`src/hw/bcr_pkg.sv`:
```
// Package with offsets, field positions and reset values of the bridge command register.
`default_nettype none

package bcr_pkg;

	typedef logic [7:0] bcr_addr_t;
	typedef logic [15:0] bcr_cmd_t;

	// Configuration offset of the dword holding command and status.
	localparam bcr_addr_t BCR_CMD_OFF    = 8'h04;

	// Command field positions.
	localparam int        BCR_IO_EN      = 0;
	localparam int        BCR_MEM_EN     = 1;
	localparam int        BCR_MASTER_EN  = 2;
	localparam int        BCR_SPECIAL    = 3;
	localparam int        BCR_MWI_EN     = 4;
	localparam int        BCR_PALETTE    = 5;
	localparam int        BCR_PERR_EN    = 6;
	localparam int        BCR_WAIT_CTL   = 7;
	localparam int        BCR_SERR_EN    = 8;
	localparam int        BCR_FAST_B2B   = 9;
	localparam int        BCR_INT_DIS    = 10;

	// Status flag position inside the dword.
	localparam int        BCR_MDPE_BIT   = 24;

	// Writable command bits: 0, 1, 2, 5, 6, 8 and 10.
	localparam bcr_cmd_t  BCR_CMD_WMASK  = 16'h0567;
	localparam bcr_cmd_t  BCR_CMD_RESET  = 16'h0000;
	localparam logic      BCR_MDPE_RESET = 1'h0;

endpackage

`default_nettype wire

```
`src/hw/bcr_cmd_if.sv`:
```
// Interface between the command register and its transaction gate.
`timescale 1ns/100ps
`default_nettype none

interface bcr_cmd_if;

	// Enables taken from the command register.
	logic io_en;
	logic mem_en;
	logic master_en;
	logic serr_en;

	// Requests from the transaction layer.
	logic io_req;
	logic mem_rd_req;
	logic sec_req;
	logic mwi_fwd_req;
	logic err_req;

	// Registered decisions.
	logic io_acc;
	logic mem_acc;
	logic sec_acc;
	logic master;
	logic mwi_fwd;
	logic err_send;

	modport regs
	(
		output io_en, mem_en, master_en, serr_en,
		output io_req, mem_rd_req, sec_req, mwi_fwd_req, err_req,
		input  io_acc, mem_acc, sec_acc, master, mwi_fwd, err_send
	);

	modport gate
	(
		input  io_en, mem_en, master_en, serr_en,
		input  io_req, mem_rd_req, sec_req, mwi_fwd_req, err_req,
		output io_acc, mem_acc, sec_acc, master, mwi_fwd, err_send
	);

endinterface

`default_nettype wire

```
`src/hw/bcr_gate.sv`:
```
// Transaction gate that applies the command enables to incoming requests.
`timescale 1ns/100ps
`default_nettype none

module bcr_gate
(
	// Clock, reset and enable.
	input  wire logic i_clk,
	input  wire logic i_rst,
	input  wire logic i_ce,
	// Register side.
	bcr_cmd_if.gate   g
);

	typedef struct packed
	{
		logic io_acc;
		logic mem_acc;
		logic sec_acc;
		logic master;
		logic mwi_fwd;
		logic err_send;
	} bcr_gate_s;

	bcr_gate_s s_q;
	bcr_gate_s s_d;

	////////////////////////////////////////////////////////////////////////

	always_comb
	begin
		s_d          = s_q;
		s_d.io_acc   = g.io_req & g.io_en;
		s_d.mem_acc  = g.mem_rd_req & g.mem_en;
		s_d.sec_acc  = g.sec_req & g.master_en;
		s_d.master   = g.master_en;
		// Write-and-invalidate only passes through for another master.
		s_d.mwi_fwd  = g.mwi_fwd_req & g.master_en;
		s_d.err_send = g.err_req & g.serr_en;
	end

	always_ff @(posedge i_clk)
	begin
		if (i_rst)
			s_q <= '0;
		else if (i_ce)
			s_q <= s_d;
	end

	assign g.io_acc   = s_q.io_acc;
	assign g.mem_acc  = s_q.mem_acc;
	assign g.sec_acc  = s_q.sec_acc;
	assign g.master   = s_q.master;
	assign g.mwi_fwd  = s_q.mwi_fwd;
	assign g.err_send = s_q.err_send;

endmodule // bcr_gate

`default_nettype wire

```
`src/hw/bcr_cmd_reg.sv`:
```
// Bridge command register with its master data parity error status flag.
//
// Notes on behaviour
// - I/O enable gates primary I/O responses.
// - Memory enable gates primary memory read acceptance.
// - Master clear: no primary mastering, no secondary response.
// - Master set: forward secondary traffic onto primary.
// - Special cycle bit reads zero; never responds.
// - Invalidate bit reads zero; only forwarded through.
// - Palette, wait, fast, interrupt bits do nothing.
// - Parity response bit lets errors set status flag.
// - Error messages sent only while report enable set.
// - Status flag set by poison only when enabled.
`timescale 1ns/100ps
`default_nettype none

module bcr_cmd_reg
(
	// Clock, reset and enable.
	input  wire logic              i_clk,
	input  wire logic              i_rst,
	input  wire logic              i_ce,
	// Configuration access from the primary link.
	input  wire logic              i_cfg_wr,
	input  wire logic              i_cfg_rd,
	input  wire bcr_pkg::bcr_addr_t i_cfg_addr,
	input  wire logic [31:0]       i_cfg_wdata,
	input  wire logic [3:0]        i_cfg_be,
	output logic [31:0]            o_cfg_rdata,
	output logic                   o_cfg_rvalid,
	// Transaction requests.
	input  wire logic              i_pri_io_req,
	input  wire logic              i_pri_mem_rd_req,
	input  wire logic              i_sec_req,
	input  wire logic              i_mwi_fwd_req,
	input  wire logic              i_err_req,
	// Error events on the primary side.
	input  wire logic              i_poison_cpl_rx,
	input  wire logic              i_poison_wr_tx,
	// Decisions and status.
	output logic                   o_pri_io_accept,
	output logic                   o_pri_mem_rd_accept,
	output logic                   o_sec_accept,
	output logic                   o_pri_master_en,
	output logic                   o_mwi_forward,
	output logic                   o_err_msg_send,
	output logic                   o_mdpe
);

	import bcr_pkg::*;

	typedef struct packed
	{
		bcr_cmd_t    cmd;
		logic        mdpe;
		logic [31:0] rdata;
		logic        rvalid;
	} bcr_reg_s;

	bcr_reg_s s_q;
	bcr_reg_s s_d;

	bcr_cmd_if cif ();

	////////////////////////////////////////////////////////////////////////
	// Decoding helpers.

	// True when an access targets the command and status dword.
	function automatic logic dword_hit(input bcr_addr_t addr);
		dword_hit = (addr[7:2] == BCR_CMD_OFF[7:2]);
	endfunction

	// Merges write data into the command field under byte enables.
	function automatic bcr_cmd_t cmd_merge(input bcr_cmd_t old,
		input logic [15:0] wd, input logic [1:0] be);
		bcr_cmd_t lane;
		lane      = {{8{be[1]}}, {8{be[0]}}};
		cmd_merge = ((old & ~lane) | (wd & lane)) & BCR_CMD_WMASK;
	endfunction

	////////////////////////////////////////////////////////////////////////
	// Register update.

	logic wr_hit;
	logic rd_hit;
	logic perr_event;
	logic mdpe_clr;

	assign wr_hit     = i_cfg_wr & dword_hit(i_cfg_addr);
	assign rd_hit     = i_cfg_rd & dword_hit(i_cfg_addr);
	assign perr_event = s_q.cmd[BCR_PERR_EN]
		& (i_poison_cpl_rx | i_poison_wr_tx);
	assign mdpe_clr   = wr_hit & i_cfg_be[3]
		& i_cfg_wdata[BCR_MDPE_BIT];

	always_comb
	begin
		s_d        = s_q;
		s_d.rvalid = i_cfg_rd;
		s_d.rdata  = '0;
		if (wr_hit)
		begin
			// Read-only and reserved bits stay zero.
			s_d.cmd = cmd_merge(s_q.cmd, i_cfg_wdata[15:0],
				i_cfg_be[1:0]);
		end
		// A poison event in the clearing cycle keeps the flag set.
		if (perr_event)
			s_d.mdpe = 1'b1;
		else if (mdpe_clr)
			s_d.mdpe = 1'b0;
		if (rd_hit)
		begin
			s_d.rdata[15:0]         = s_q.cmd;
			s_d.rdata[BCR_MDPE_BIT] = s_q.mdpe;
		end
	end

	always_ff @(posedge i_clk)
	begin
		if (i_rst)
		begin
			s_q.cmd    <= BCR_CMD_RESET;
			s_q.mdpe   <= BCR_MDPE_RESET;
			s_q.rdata  <= '0;
			s_q.rvalid <= 1'b0;
		end
		else if (i_ce)
			s_q <= s_d;
	end

	////////////////////////////////////////////////////////////////////////
	// Transaction gate. Palette, interrupt disable and the read-only
	// controls are stored or read back but steer nothing.

	assign cif.io_en       = s_q.cmd[BCR_IO_EN];
	assign cif.mem_en      = s_q.cmd[BCR_MEM_EN];
	assign cif.master_en   = s_q.cmd[BCR_MASTER_EN];
	assign cif.serr_en     = s_q.cmd[BCR_SERR_EN];
	assign cif.io_req      = i_pri_io_req;
	assign cif.mem_rd_req  = i_pri_mem_rd_req;
	assign cif.sec_req     = i_sec_req;
	assign cif.mwi_fwd_req = i_mwi_fwd_req;
	assign cif.err_req     = i_err_req;

	bcr_gate u_gate
	(
		.i_clk (i_clk),
		.i_rst (i_rst),
		.i_ce  (i_ce),
		.g     (cif.gate)
	);

	assign o_cfg_rdata         = s_q.rdata;
	assign o_cfg_rvalid        = s_q.rvalid;
	assign o_mdpe              = s_q.mdpe;
	assign o_pri_io_accept     = cif.io_acc;
	assign o_pri_mem_rd_accept = cif.mem_acc;
	assign o_sec_accept        = cif.sec_acc;
	assign o_pri_master_en     = cif.master;
	assign o_mwi_forward       = cif.mwi_fwd;
	assign o_err_msg_send      = cif.err_send;

	////////////////////////////////////////////////////////////////////////
	// Checks.

	a_io_gate_off: assert property (@(posedge i_clk) disable iff (i_rst)
		i_ce && i_pri_io_req && !s_q.cmd[BCR_IO_EN] |=> !o_pri_io_accept)
		else $error("I/O request accepted while I/O enable clear.");

	a_io_gate_on: assert property (@(posedge i_clk) disable iff (i_rst)
		i_ce && i_pri_io_req && s_q.cmd[BCR_IO_EN] |=> o_pri_io_accept)
		else $error("I/O request dropped while I/O enable set.");

	a_mem_rd_gate: assert property (@(posedge i_clk) disable iff (i_rst)
		i_ce |=> o_pri_mem_rd_accept ==
		$past(i_pri_mem_rd_req && s_q.cmd[BCR_MEM_EN]))
		else $error("Memory read acceptance disagrees with enable.");

	a_master_off: assert property (@(posedge i_clk) disable iff (i_rst)
		i_ce && !s_q.cmd[BCR_MASTER_EN]
		|=> !o_sec_accept && !o_pri_master_en && !o_mwi_forward)
		else $error("Bridge mastered while master enable clear.");

	a_master_on: assert property (@(posedge i_clk) disable iff (i_rst)
		i_ce && s_q.cmd[BCR_MASTER_EN] && i_sec_req
		|=> o_sec_accept && o_pri_master_en)
		else $error("Forwarded request not mastered while enabled.");

	a_ro_zero: assert property (@(posedge i_clk) disable iff (i_rst)
		!o_cfg_rdata[BCR_SPECIAL] && !o_cfg_rdata[BCR_MWI_EN]
		&& !o_cfg_rdata[BCR_WAIT_CTL] && !o_cfg_rdata[BCR_FAST_B2B])
		else $error("Read-only command bit read as one.");

	a_rw_store: assert property (@(posedge i_clk) disable iff (i_rst)
		i_ce && wr_hit && (i_cfg_be[1:0] == 2'h3)
		|=> s_q.cmd == ($past(i_cfg_wdata[15:0]) & BCR_CMD_WMASK))
		else $error("Command write stored wrong bits.");

	a_mdpe_cause: assert property (@(posedge i_clk) disable iff (i_rst)
		$rose(o_mdpe) |-> $past(s_q.cmd[BCR_PERR_EN]
		&& (i_poison_cpl_rx || i_poison_wr_tx)))
		else $error("Parity status set without enabled poison event.");

	a_mdpe_set: assert property (@(posedge i_clk) disable iff (i_rst)
		i_ce && perr_event |=> o_mdpe ##1 (o_mdpe
		|| $past(i_ce && mdpe_clr && !perr_event)))
		else $error("Enabled poison event did not set parity status.");

	a_err_msg: assert property (@(posedge i_clk) disable iff (i_rst)
		i_ce && !(s_q.cmd[BCR_SERR_EN] && i_err_req) |=> !o_err_msg_send)
		else $error("Error message sent while reporting disabled.");

	a_reset_val: assert property (@(posedge i_clk) disable iff (i_rst)
		$fell(i_rst) |-> s_q.cmd == BCR_CMD_RESET && !o_mdpe
		&& !o_cfg_rvalid && !o_err_msg_send)
		else $error("State not cleared by reset.");

	a_rsvd_zero: assert property (@(posedge i_clk) disable iff (i_rst)
		o_cfg_rdata[15:11] == 5'h00 && o_cfg_rdata[23:16] == 8'h00
		&& o_cfg_rdata[31:25] == 7'h00)
		else $error("Reserved bits read as nonzero.");

	a_rd_answer: assert property (@(posedge i_clk) disable iff (i_rst)
		i_ce && i_cfg_rd && !dword_hit(i_cfg_addr)
		|=> o_cfg_rvalid && o_cfg_rdata == 32'h0000_0000)
		else $error("Unmapped read did not answer zero.");

endmodule // bcr_cmd_reg

`default_nettype wire

```
`config.mk`:
```
export PLATFORM = sky130hd
export DESIGN_NAME = bcr_cmd_reg
export DESIGN_NICKNAME = d
export VERILOG_FILES = /design/src/hw/bcr_pkg.sv /design/src/hw/bcr_cmd_if.sv /design/src/hw/bcr_gate.sv /design/src/hw/bcr_cmd_reg.sv
export SDC_FILE = /design/constraint.sdc
export NUM_CORES = 1
export LEC_CHECK = 0
export BUFFER_PORTS_ARGS = -buffer_cell sky130_fd_sc_hd__buf_2
export CORE_UTILIZATION = 42
export CTS_CLUSTER_DIAMETER = 60
export CTS_CLUSTER_SIZE = 30
export DETAILED_ROUTE_END_ITERATION = 8
export PLACE_DENSITY = 0.87
export SETUP_SLACK_MARGIN = 0.4
export SLEW_MARGIN = 20
export SYNTH_ARGS = -nofsm -noshare
export SYNTH_HDL_FRONTEND = slang
export SYNTH_SLANG_ARGS = --single-unit
```
`constraint.sdc`:
```
create_clock -name i_clk -period 2.23 [get_ports i_clk]
set_input_delay 0.446 -clock i_clk [delete_from_list [all_inputs] [get_ports i_clk]]
set_output_delay 0.446 -clock i_clk [all_outputs]
set_load 0.1 [all_outputs]
```
==> metrics.txt <==
num ports 96; Clock Latency Late Sink ~300 ps; Yosys reg bits 23; placed insts 197; XOR/XNOR share of the synthesized area 0; main flop type after synthesis dfxtp_1; CP cell instances buf_2; share of cells above drive strength 1 0.318; Max Root-Sink Buffers 2; post-cts sizing count 0; post-synthesis adder-cell area fraction 0; Final #Nets approximately 230; htree depth 1; Die Wd roughly 57 µm; post-synthesis sequential area ratio 0.367; Remaining Overflow, GRT 0; DR iter-0 viols 24; vias in the first global route 916; Port Buffers 44; Post-Syn Instances 137; first-pass GRT wire length 3740 µm; Slowest cell on crit path buf_2; Worst Clk Skew 11.1 ps; crit start category flop; routability cong. 0.725; via count 924; cell type with the largest total area after synthesis dfxtp_1; Num CTS Buffers 3; antenna-violating nets left 0; Mapped Area around 1300 µm²; std cell rows 19; final hold violations 0; main combinational cell family by area after synthesis simple AND/OR/NAND/NOR gates; hold slack 382 ps; Routed Wire Length 2180 µm; maximum VDD drop 0.000249 V; synth top area cells dfxtp_1 (37%), buf_4 (19%), nand2b_1 (13%); Slew Viols, Final 0; Final min period 1590 ps; Setup CP Type flop to output port; CTS root buf clkbuf_4; WP data required 1780 ps; Chip Height 56.7 µm; Simple-Gate Fraction of Synth Area 0.256; CTS Hold Buffers Added 0; Initial Utilization 0.448; DRC viols 12; Syn Area/Cell 9.17 µm²; # setup viols final 0; mux share of post-synthesis cell area 0.0717; Tcrit/Tclk final 0.713; Compound-Gate Fraction of Synth Area 0.0697; max_cap viols 0; critical path arrival 1140 ps; post-DP HPWL 1670 µm; synth unique cells 20; YS warnings 0; ys async rst share 0; Max Fclk 629 MHz; most numerous cell in the Yosys netlist buf_4; Top Family by Delay on Critical Path buffers and inverters; utilization after layout 0.483; Vias/cell 4.60; initial antenna violation count 0; # diodes 0; Finished Layout Cells 201; First-pass DRT Iterations 6; EDFF count, synth 0; RSZ-0062 raised after global routing no; CP endpoint kind output port; DP Worst Slack 658 ps; setup bufs post-CTS 0; setup_tns 0 ps; Sink Count 23; outcome finished, violations left; WL/cell 10.8 µm; DIE AREA 3210 µm²; synthesis-to-layout area growth 7.87%; pwr/cell area slightly above 600 nW/µm²; WP buf/inv 1; type of the most critical hold path primary input to flop; CTS tree yes; failing checks DRC; Crit path largest cell delay 440 ps; pin count of the biggest net entering global routing 31; Crit Path Max Fanout 3; register clock-pin slew on the reported worst setup and hold paths approximately 130 ps; top-area cell type share of the netlist area 0.367; final setup margin ~640 ps; CORE AREA between 2000 and 3000 µm²; synth cell count leaders buf_4 (32), nand2b_1 (27), dfxtp_1 (23); GRT Resource Usage Total 0.144; leakage power 0.000604 µW
-- stage by stage --
step / instance area, µm² / power, µW
after global placement: 1330 / 666
after detailed placement: 1330 / 667
after floorplan: 1340 / 668
after global routing: 1360 / 871
after CTS: 1360 / 846
final: 1360 / 844
-- cell type report --
type,count,area [µm²]
timing repair buffer,46,235
multi-input combinational,96,589
fill,300,1450
sequential,23,460
clock buffer,3,22.5
inverter,1,3.75
clock inverter,1,5.00
tap,31,38.8
-- kinds of logic (layout without fill, tap and decap cells) --
| logic type | count (synthesis) | after routing |
|---|---|---|
| AOI/OAI and AO/OA | 16 | 16 |
| buffers and inverters | 41 | 51 |
| DFF | 23 | 23 |
| muxes | 9 | 9 |
| other | 1 | 24 |
| and+or+nand+nor | 47 | 47 |
-- cells in the final DEF (no fill, tap or decap) --
cell type / instances
buf_2: 44
nand2b_1: 27
conb_1: 24
dfxtp_1: 23
a21oi_1: 14
mux2i_1: 9
nand4_1: 8
nand3_1: 5
clkbuf_4: 3
nor2_1: 2
buf_4: 2
nor4b_4: 1
nor3b_2: 1
o211ai_1: 1
and4bb_4: 1
inv_1: 1
a41o_1: 1
and3_4: 1
and3_1: 1
clkinv_2: 1
-- worst paths after layout --
check	end	slack, ps	startpoint	depth (start not counted)
max reg2reg	o_mdpe	1400	o_mdpe	3
min reg2reg	o_cfg_rdata[1]	470	o_cfg_rdata[1]	2
max	o_mdpe	640	o_mdpe	1
min	flop	380	i_cfg_wdata[1]	3
-- report_power, final --
group          switching, µW  internal [µW]
combinational            211           33.4
clock                    120           66.7
sequential             0.536            412
-- metal layers --
layer / track usage / routed length (µm) / vias to the layer above
met2: 0.245 / 1010 / 39
met3: 0.0346 / 168 / 2
met5: 0 / 0 / -
met4: 0.0429 / 12 / 0
met1: 0.178 / 980 / 413
li1: - / - / 470
Power figures use the tool's default switching activity.
